<file path="src/inc/strap_cfg_pkg.sv">
// Package: constants and carrier types for the strap configuration loader
package strap_cfg_pkg;

    // ------------------------------------------------------------------
    // Strap defaults (levels that the unjumpered board presents)
    // ------------------------------------------------------------------
    localparam logic DEBUG_OFF_DEFAULT = 1'h1;
    localparam logic BOOT_SRC_DEFAULT = 1'h1;
    localparam logic SPI_EDGE_DEFAULT = 1'h0;
    localparam logic [2:0] MII_ADDR_DEFAULT = 3'h3;

    // ------------------------------------------------------------------
    // Field positions of the MII address
    // ------------------------------------------------------------------
    localparam int MII_ADDR_BIT2_POS = 2;
    localparam int MII_ADDR_BIT1_POS = 1;
    localparam int MII_ADDR_BIT0_POS = 0;
    localparam int MII_ADDR_W = 3;

    // ------------------------------------------------------------------
    // Strap encodings
    // ------------------------------------------------------------------
    localparam logic BOOT_FROM_FLASH = 1'h0;
    localparam logic SPI_RISING_MODE1 = 1'h1;

    // ------------------------------------------------------------------
    // Timing: strap settle window after reset release, in cycles
    // ------------------------------------------------------------------
    localparam int SETTLE_CYCLES = 4;

    // Raw strap pin levels as one bundle
    typedef struct packed {
        logic debug_port_off_strap;
        logic boot_source_strap;
        logic spi_edge_strap;
        logic mii_addr_bit2_strap;
        logic mii_addr_bit1_strap;
        logic mii_addr_bit0_strap;
    } strap_pins_t;

    // Decoded configuration that the device runs with
    typedef struct packed {
        logic debug_en;
        logic boot_from_flash;
        logic spi_sample_rising;
        logic [2:0] mii_addr;
    } dev_cfg_t;

    // Loader state
    typedef enum logic [1:0] {
        ST_RESET = 2'h0,
        ST_SETTLE = 2'h1,
        ST_RUN = 2'h3
    } load_state_t;

endpackage : strap_cfg_pkg
</file>
<file path="src/hdl/plc_transceiver_strap_config.sv">
// Strap capture and configuration loader for the line transceiver
//
// Overview of operation
// - Capture six straps at each reset, configure
// - Debug strap 1 disables, 0 enables debug
// - Boot strap 0 flash, 1 wait host
// - SPI strap 1 rising mode1, 0 falling mode3
// - MII address bit 2 from first strap
// - MII address bit 1 from second strap
// - MII address bit 0 from third strap
// - Debug output only after reset release, enabled
// - SPI and MII ports usable together
`timescale 1ns/10ps
module plc_transceiver_strap_config #(
    parameter int SETTLE = strap_cfg_pkg::SETTLE_CYCLES
) (
    // Clock and reset
    input wire logic clk_in,
    input wire logic rstn_in,
    // Strap pins
    input wire strap_cfg_pkg::strap_pins_t straps_in,
    // Debug message source from the core
    input wire logic dbg_valid_in,
    // Decoded configuration
    output strap_cfg_pkg::dev_cfg_t cfg_out,
    output logic cfg_valid_out,
    output logic boot_wait_host_out,
    output logic spi_port_en_out,
    output logic mii_port_en_out,
    output logic dbg_emit_out
);

    // ------------------------------------------------------------------
    // Reset release through two flops
    // ------------------------------------------------------------------
    logic rst_meta_r;
    logic rst_sync_r;
    logic rstn; // Synchronised reset used everywhere below

    always_ff @(posedge clk_in or negedge rstn_in) begin
        if (!rstn_in) begin
            rst_meta_r <= 1'h0;
            rst_sync_r <= 1'h0;
        end else begin
            rst_meta_r <= 1'h1;
            rst_sync_r <= rst_meta_r;
        end
    end
    assign rstn = rst_sync_r;

    // ------------------------------------------------------------------
    // Pin synchroniser
    // ------------------------------------------------------------------
    strap_cfg_pkg::strap_pins_t straps_s; // Synchronised strap levels

    strap_sync #(
        .W($bits(strap_cfg_pkg::strap_pins_t))
    ) u_sync (
        .clk_in(clk_in),
        .rstn_in(rstn),
        .d_in(straps_in),
        .q_out(straps_s)
    );

    // ------------------------------------------------------------------
    // Loader state machine
    // ------------------------------------------------------------------
    // Settle window lets the synchroniser fill with real pin levels,
    // so the capture never sees the flops' reset zeros.
    strap_cfg_pkg::load_state_t state_r;
    strap_cfg_pkg::load_state_t state_nxt;
    logic [7:0] cnt_r; // Settle counter
    logic [7:0] cnt_nxt;
    wire logic settle_done = (cnt_r == 8'(SETTLE - 1));
    wire logic capture = (state_r == strap_cfg_pkg::ST_SETTLE) && settle_done;

    always_comb begin
        state_nxt = state_r;
        cnt_nxt = cnt_r;
        case (state_r)
            strap_cfg_pkg::ST_RESET: begin
                state_nxt = strap_cfg_pkg::ST_SETTLE;
                cnt_nxt = 8'h00;
            end
            strap_cfg_pkg::ST_SETTLE: begin
                cnt_nxt = cnt_r + 8'h01;
                if (settle_done) begin
                    state_nxt = strap_cfg_pkg::ST_RUN;
                end
            end
            // Run is terminal: only a reset leaves it
            strap_cfg_pkg::ST_RUN: begin
                state_nxt = strap_cfg_pkg::ST_RUN;
            end
            default: begin
                state_nxt = strap_cfg_pkg::ST_RESET;
            end
        endcase
    end

    always_ff @(posedge clk_in or negedge rstn) begin
        if (!rstn) begin
            state_r <= strap_cfg_pkg::ST_RESET;
            cnt_r <= 8'h00;
        end else begin
            state_r <= state_nxt;
            cnt_r <= cnt_nxt;
        end
    end

    // ------------------------------------------------------------------
    // Decode of live synced straps
    // ------------------------------------------------------------------
    strap_cfg_pkg::dev_cfg_t dec; // Configuration from live synced pins
    assign dec.debug_en = ~straps_s.debug_port_off_strap;
    assign dec.boot_from_flash =
        (straps_s.boot_source_strap == strap_cfg_pkg::BOOT_FROM_FLASH);
    assign dec.spi_sample_rising =
        (straps_s.spi_edge_strap == strap_cfg_pkg::SPI_RISING_MODE1);
    assign dec.mii_addr[strap_cfg_pkg::MII_ADDR_BIT2_POS] =
        straps_s.mii_addr_bit2_strap;
    assign dec.mii_addr[strap_cfg_pkg::MII_ADDR_BIT1_POS] =
        straps_s.mii_addr_bit1_strap;
    assign dec.mii_addr[strap_cfg_pkg::MII_ADDR_BIT0_POS] =
        straps_s.mii_addr_bit0_strap;

    // Reset value mirrors the unjumpered defaults
    localparam strap_cfg_pkg::dev_cfg_t CFG_RESET = '{
        debug_en: ~strap_cfg_pkg::DEBUG_OFF_DEFAULT,
        boot_from_flash: ~strap_cfg_pkg::BOOT_SRC_DEFAULT,
        spi_sample_rising: strap_cfg_pkg::SPI_EDGE_DEFAULT,
        mii_addr: strap_cfg_pkg::MII_ADDR_DEFAULT
    };

    // ------------------------------------------------------------------
    // Capture register and port outputs
    // ------------------------------------------------------------------
    // Capture happens once per reset; pin moves afterwards are ignored.
    always_ff @(posedge clk_in or negedge rstn) begin
        if (!rstn) begin
            cfg_out <= CFG_RESET;
            cfg_valid_out <= 1'h0;
            boot_wait_host_out <= 1'h0;
            spi_port_en_out <= 1'h0;
            mii_port_en_out <= 1'h0;
        end else if (capture) begin
            cfg_out <= dec;
            cfg_valid_out <= 1'h1;
            boot_wait_host_out <= ~dec.boot_from_flash;
            // Both host ports open together, independent of each other
            spi_port_en_out <= 1'h1;
            mii_port_en_out <= 1'h1;
        end
    end

    // ------------------------------------------------------------------
    // Debug message gate
    // ------------------------------------------------------------------
    // Only emitted after reset release and capture, and only if enabled.
    always_ff @(posedge clk_in or negedge rstn) begin
        if (!rstn) begin
            dbg_emit_out <= 1'h0;
        end else begin
            dbg_emit_out <= dbg_valid_in && cfg_valid_out
                && cfg_out.debug_en;
        end
    end

    // ------------------------------------------------------------------
    // Checks
    // ------------------------------------------------------------------
    // Field checks compare against the synced pins one edge back, so a
    // swapped or inverted debug, SPI or MII address field shows even when the bundle check agrees.
    chk_cfg_held: assert property (
        @(posedge clk_in) disable iff (!rstn)
        cfg_valid_out && $past(cfg_valid_out) |-> $stable(cfg_out))
        else $error("Captured configuration changed after load");
    chk_valid_sticky: assert property (
        @(posedge clk_in) disable iff (!rstn)
        cfg_valid_out |=> cfg_valid_out)
        else $error("Configuration valid dropped without reset");
    chk_dbg_gate: assert property (
        @(posedge clk_in) disable iff (!rstn)
        dbg_emit_out |-> $past(cfg_valid_out) && $past(cfg_out.debug_en))
        else $error("Debug emitted while disabled or before load");
    chk_dbg_pass: assert property (
        @(posedge clk_in) disable iff (!rstn)
        cfg_valid_out && cfg_out.debug_en && dbg_valid_in |=> dbg_emit_out)
        else $error("Enabled debug message was blocked");
    chk_load_time: assert property (
        @(posedge clk_in) disable iff (!rstn)
        $rose(state_r == strap_cfg_pkg::ST_SETTLE) |-> ##[1:300] cfg_valid_out)
        else $error("Configuration not loaded in time");
    chk_capture_val: assert property (
        @(posedge clk_in) disable iff (!rstn)
        capture |=> cfg_out == $past(dec))
        else $error("Captured configuration differs from straps");
    chk_boot_host: assert property (
        @(posedge clk_in) disable iff (!rstn)
        cfg_valid_out |-> boot_wait_host_out == !cfg_out.boot_from_flash)
        else $error("Boot wait does not match boot source");
    chk_addr_bits: assert property (
        @(posedge clk_in) disable iff (!rstn)
        capture |=> cfg_out.mii_addr == {$past(straps_s.mii_addr_bit2_strap),
        $past(straps_s.mii_addr_bit1_strap),
        $past(straps_s.mii_addr_bit0_strap)})
        else $error("MII address bits mismatch straps");
    chk_ports_on: assert property (
        @(posedge clk_in) disable iff (!rstn)
        cfg_valid_out |-> spi_port_en_out && mii_port_en_out)
        else $error("Host ports not both enabled");
    chk_spi_edge: assert property (
        @(posedge clk_in) disable iff (!rstn)
        capture |=>
            cfg_out.spi_sample_rising == $past(straps_s.spi_edge_strap))
        else $error("SPI sampling edge differs from strap");
    chk_dbg_polarity: assert property (
        @(posedge clk_in) disable iff (!rstn)
        capture |=>
            cfg_out.debug_en == !$past(straps_s.debug_port_off_strap))
        else $error("Debug enable polarity wrong");
    chk_addr_bit1: assert property (
        @(posedge clk_in) disable iff (!rstn)
        capture |=>
            cfg_out.mii_addr[1] == $past(straps_s.mii_addr_bit1_strap))
        else $error("MII address bit 1 differs from strap");
    chk_addr_bit0: assert property (
        @(posedge clk_in) disable iff (!rstn)
        capture |=>
            cfg_out.mii_addr[0] == $past(straps_s.mii_addr_bit0_strap))
        else $error("MII address bit 0 differs from strap");

    cov_load: cover property (@(posedge clk_in) disable iff (!rstn)
        $rose(cfg_valid_out));
    cov_dbg: cover property (@(posedge clk_in) disable iff (!rstn)
        dbg_emit_out);
    cov_flash: cover property (@(posedge clk_in) disable iff (!rstn)
        cfg_valid_out && cfg_out.boot_from_flash);
    cov_pin_move: cover property (@(posedge clk_in) disable iff (!rstn)
        cfg_valid_out && !$stable(straps_s));

endmodule : plc_transceiver_strap_config

</file>
<file path="src/hdl/strap_sync.sv">
// Two-flop synchroniser for a bundle of slow pin levels
`timescale 1ns/10ps
module strap_sync #(
    parameter int W = 6
) (
    // Clock and reset
    input wire logic clk_in,
    input wire logic rstn_in,
    // Data
    input wire logic [W-1:0] d_in,
    output logic [W-1:0] q_out
);

    logic [W-1:0] meta_r; // First stage, read only by the second
    logic [W-1:0] sync_r; // Second stage

    // ------------------------------------------------------------------
    // Synchroniser chain
    // ------------------------------------------------------------------
    always_ff @(posedge clk_in or negedge rstn_in) begin
        if (!rstn_in) begin
            meta_r <= '0;
            sync_r <= '0;
        end else begin
            meta_r <= d_in;
            sync_r <= meta_r;
        end
    end

    assign q_out = sync_r;

endmodule : strap_sync

</file>
<file path="config.mk">
export PLATFORM = sky130hd
export DESIGN_NAME = plc_transceiver_strap_config
export DESIGN_NICKNAME = d
export VERILOG_FILES = /design/src/inc/strap_cfg_pkg.sv /design/src/hdl/plc_transceiver_strap_config.sv /design/src/hdl/strap_sync.sv
export SDC_FILE = /design/constraint.sdc
export NUM_CORES = 1
export LEC_CHECK = 0
export BUFFER_PORTS_ARGS = -buffer_cell sky130_fd_sc_hd__buf_4
export CORE_UTILIZATION = 48
export CTS_CLUSTER_SIZE = 8
export DETAILED_ROUTE_END_ITERATION = 16
export PLACE_DENSITY = 0.81
export SYNTH_ARGS = -nofsm -noshare
export SYNTH_HDL_FRONTEND = slang
export SYNTH_SLANG_ARGS = --single-unit
export TNS_END_PERCENT = 100
</file>
<file path="constraint.sdc">
create_clock -name clk_in -period 1 [get_ports clk_in]
set_input_delay 0.1 -clock clk_in [delete_from_list [all_inputs] [get_ports clk_in]]
set_output_delay 0.1 -clock clk_in [all_outputs]
set_load 0.03 [all_outputs]
</file>
==> flow_results.org <==
** Die
- Die outline height :: 53.39 µm
- For this design the top-level I/O count stands at 20.
- After floorplanning, the core was sized to cover 2477 µm².
- The floorplan has 18 rows.
- From left edge to right edge, the die measures 53.39 µm.
- Once the floorplan was initialized, standard cells occupied about 51% of the core.
- Full die area :: ~2800 µm²

** CTS
- Clock latency on the worst-skew pair, taken at its later pin, is 0.33 ns.
- TritonCTS built the clock tree.
- Buffer depth of the longest clock path :: 2
- CTS saw 33 sinks.
- CTS placed an instance of clkbuf_4 at the clock tree root.
- Clock edge transition at the registers on the reported setup and hold paths :: roughly 0.12 ns
- Clock tree synthesis inserted a total of 5 buffers.
- The H-tree was split into 2 levels.

** Global routing
- The first global-routing pass estimated 4.526 mm of wire.
- After global routing the overflow that remains totals 0.
- The via count of the first global-routing pass is 918.
- Largest net degree at the start of global routing :: 21
- Initial antenna violation count :: 0
- Overall global routing resource usage :: 24.09%

** Synthesis
- Share of synthesized area occupied by flip-flops and latches :: 65.35%
- In this run, distinct cell masters in the synthesized netlist total 31.
- A synthesized cell averages between 10 and 15 µm².
- Summed over all instances, the cell type with the most area after synthesis is dfrtp_1.
- Total of flip-flops plus latches after synthesis :: 33
- Yosys warns :: 0
- The synthesized netlist occupies a cell area of 1267 µm².
- After technology mapping, the gate count stands at 90.
- Post-synth net total :: between 100 and 150
- In the post-synthesis netlist, the biggest area contributors are dfrtp_1, mux2_4, dfstp_2.
- After synthesis, the largest area contributor takes up 61.20% of total cell area.

** Timing
- Unrepaired setup endpoints after global routing :: yes
- Final number of setup-violating endpoints :: 21
- Minimum clock period :: 1.993 ns
- After layout, the worst setup slack is -0.9927 ns.
- For the final database, setup skew stands at around 0.020 ns.
- Max Slew Vio Count :: 0
- Final cycle utilization of the critical path :: 199.3%
- Highest clock frequency the design can meet :: approximately 0.5 GHz
- The final-report hold violation count is 0.

** Cells and area
- Fraction of layout instances using a drive strength above 1 :: 55.70%
- The number of antenna diodes in the final layout is 0.
- Summing all non-filler instances in the final layout gives an area of approximately 2000 µm².
- Signed area change from the synthesized netlist to the final layout :: 56.76%
- Net total in the final layout :: 159

** Detailed routing
- Number of design rule violations left after detail routing :: 0
- Routed Antenna Nets :: 0
- The routed design has between 3 and 4 mm of wire.
- The first TritonRoute pass finished after 4 iterations.
- DR vias/cell :: 5.547
- The detailed router finished its first iteration with 23 violations.
- Across all layers, the routed design uses a little under 1000 vias.
- Dividing the detail-routed wire length by the instance count gives ~20 µm.

** Worst hold path
- Tightest Hold Check Type :: in2reg

** Outcome
- Failing checks :: negative setup slack
- Result of the run :: finished, violations left

** Worst setup path
- Sum of buffers and inverters on the critical path :: 0
- The startpoint identified for the worst register-to-register timing path is cnt_r[5].
- Crit-path most repeated cell :: or4_4
- The largest single stage delay on the critical path is approximately 0.57 ns.
- The worst register-to-register path has a depth of 3.
- Data on the critical path arrives at its endpoint at 2.21 ns.
- Among cell families on the critical path, the largest total delay comes from simple AND/OR/NAND/NOR gates.
- Terminus of the critical flop-to-flop path :: cfg_out[2]
- At the worst endpoint, the required time is 1.21 ns.
- Kind of capture point of the worst setup path :: flop
- Crit path cell chain :: or4_4, or4_4, mux2_4
- In this run the worst path has a maximum fanout of 7.
- Depth of the critical timing path with buffers and inverters included :: 3
- Worst-path cell with the longest stage delay :: or4_4
- Crit. Startpoint :: cnt_r[5]
- Capture point of the critical path :: cfg_out[2]
- Critical path class :: reg2reg
- Across all register-to-register paths, the minimum setup slack is -0.99 ns.
- The worst setup path is launched from a flop.

** Place
- Routability-driven placement finished with a final weighted congestion of 0.8202.
- Instance area at placement :: 1558 µm²
- Number of I/O port buffers :: 19
- Post-placement worst setup slack :: -0.8805 ns
- Post-DP HPWL :: 1.747 mm

** Pwr
- VDD sags by at most 1.550 mV.
- Leak :: 0.0009306 µW
- Ratio of total power to cell area :: 1332 nW/µm²

** Job
- Max-cap violations in this run came to 0.
-- worst register-to-register path, cell delays in order (launching register included) --
cell and delay [ns]:
dfrtp_1 0.43, or4_4 0.58, or4_4 0.52, mux2_4 0.34
-- metal layers --
| layer | global-route usage, % | vias to the layer above | part of all wire (%) |
|---|---|---|---|
| met3 | 6.034 | 8 | 5.8 |
| met2 | 39.58 | 51 | 52 |
| met1 | 30.86 | 507 | 41 |
| met4 | 7.895 | 0 | 2.0 |
| met5 | 0 | - | 0 |
| li1 | - | 427 | - |
-- power breakdown --
group / leakage, µW / internal, µW / switching [µW]
Combinational: 0.000497 / 104 / 89.3
Clock: 0.0000455 / 597 / 450
Sequential: 0.000388 / 1380 / 24.7
Total: 0.000931 / 2080 / 564
-- layout by cell type, fill, tap and decap left out, types with 2 or more instances in the layout --
| cell type | n |
|---|---|
| nand2_1 | 4 |
| or4_4 | 2 |
| ha_4 | 2 |
| dfstp_2 | 2 |
| buf_4 | 30 |
| dfrtp_1 | 31 |
| buf_6 | 19 |
| o21ai_2 | 2 |
| nor2_1 | 2 |
| clkbuf_4 | 5 |
| a22o_1 | 2 |
| inv_1 | 4 |
| dlygate4sd3_1 | 7 |
| mux2_4 | 7 |
| nand2b_1 | 4 |
-- cell families after synthesis --
| group | Yosys count | share of synthesized area, % |
|---|---|---|
| DFF | 33 | 65.35 |
| and+or+nand+nor | 23 | 10.76 |
| AOI/OAI and AO/OA | 13 | 7.898 |
| buffers and inverters | 9 | 4.441 |
| muxes | 9 | 9.279 |
| adders and majority gates | 2 | 1.974 |
| other | 1 | 0.2959 |
-- stage by stage --
| step | total power, µW | hold slack [ns] | util, % | std cells | TNS [ns] |
|---|---|---|---|---|---|
| after floorplan | 1493 | -0.1956 | - | 90 | -8.083 |
| after CTS | 2632 | 0.006581 | 74.85 | 173 | -9.955 |
| after global routing | 2725 | 0.03765 | 80.20 | 179 | -11.94 |
| final | 2647 | 0.03812 | 80.20 | 179 | -11.19 |
| after detailed placement | 1568 | -0.1169 | 62.88 | 152 | -8.790 |
| after global placement | 1558 | -0.1174 | 62.88 | 152 | -8.100 |
-- flip-flops by register name (all words and copies together) (netlist names) --
register,cells
mii_port_en_out,1
boot_wait_host_out,1
cfg_out,6
state_r,2
u_sync.q_out,6
rst_meta_r,1
dbg_emit_out,1
u_sync.meta_r,6
rst_sync_r,1
cnt_r,8
-- Yosys cell counts --
| cell type | count |
|---|---|
| mux2_4 | 5 |
| dfstp_2 | 2 |
| buf_6 | 2 |
| mux2i_1 | 2 |
| nand2_1 | 4 |
| mux2_2 | 2 |
| nand4_1 | 1 |
| or4_1 | 1 |
| a31o_2 | 1 |
| o21a_1 | 1 |
| and3_1 | 2 |
| clkbuf_1 | 1 |
| ha_1 | 2 |
| buf_4 | 2 |
| nor3_1 | 1 |
| a21boi_0 | 1 |
| nor2_1 | 2 |
| o31ai_1 | 1 |
| o21ai_0 | 3 |
| or2_2 | 1 |
| o311ai_0 | 2 |
| a22o_2 | 1 |
| a22o_1 | 2 |
| or2b_1 | 1 |
| o41ai_1 | 1 |
| nand2b_1 | 5 |
| inv_1 | 4 |
| or4_4 | 2 |
| conb_1 | 1 |
| dfrtp_1 | 31 |
| nand3_1 | 3 |
-- worst min path at each step --
stage | start | end | slack (ns) | cells past startpoint
6_report | dbg_valid_in | dbg_emit_out | 0.04 | 2
5_1_grt | dbg_valid_in | dbg_emit_out | 0.04 | 2
4_1_cts | dbg_valid_in | dbg_emit_out | 0.007 | 2
3_5_place_dp | rstn_in | rst_sync_r | -0.12 | 1
3_3_place_gp | rstn_in | rst_meta_r | -0.12 | 1
2_1_floorplan | rstn_in | rst_meta_r | -0.20 | 0
-- area by class of cell --
cell class / instances / area, µm²
sequential: 33 / 828.3
multi-input combinational: 48 / 511.7
timing repair buffer: 56 / 509.2
fill: 116 / 490.5
clock buffer: 7 / 55.05
tap: 30 / 37.54
clock inverter: 1 / 30.03
inverter: 4 / 15.01
-- repair_timing --
action	CTS	global route
gates resized for setup	21	17
setup buffers	6	7
hold buffers	7	0
pin swaps	1	9
gates cloned	0	0
setup endpoints to repair	25	26
endpoints found under the hold margin	8	0
No activity file was read; power rests on OpenSTA's default activity.
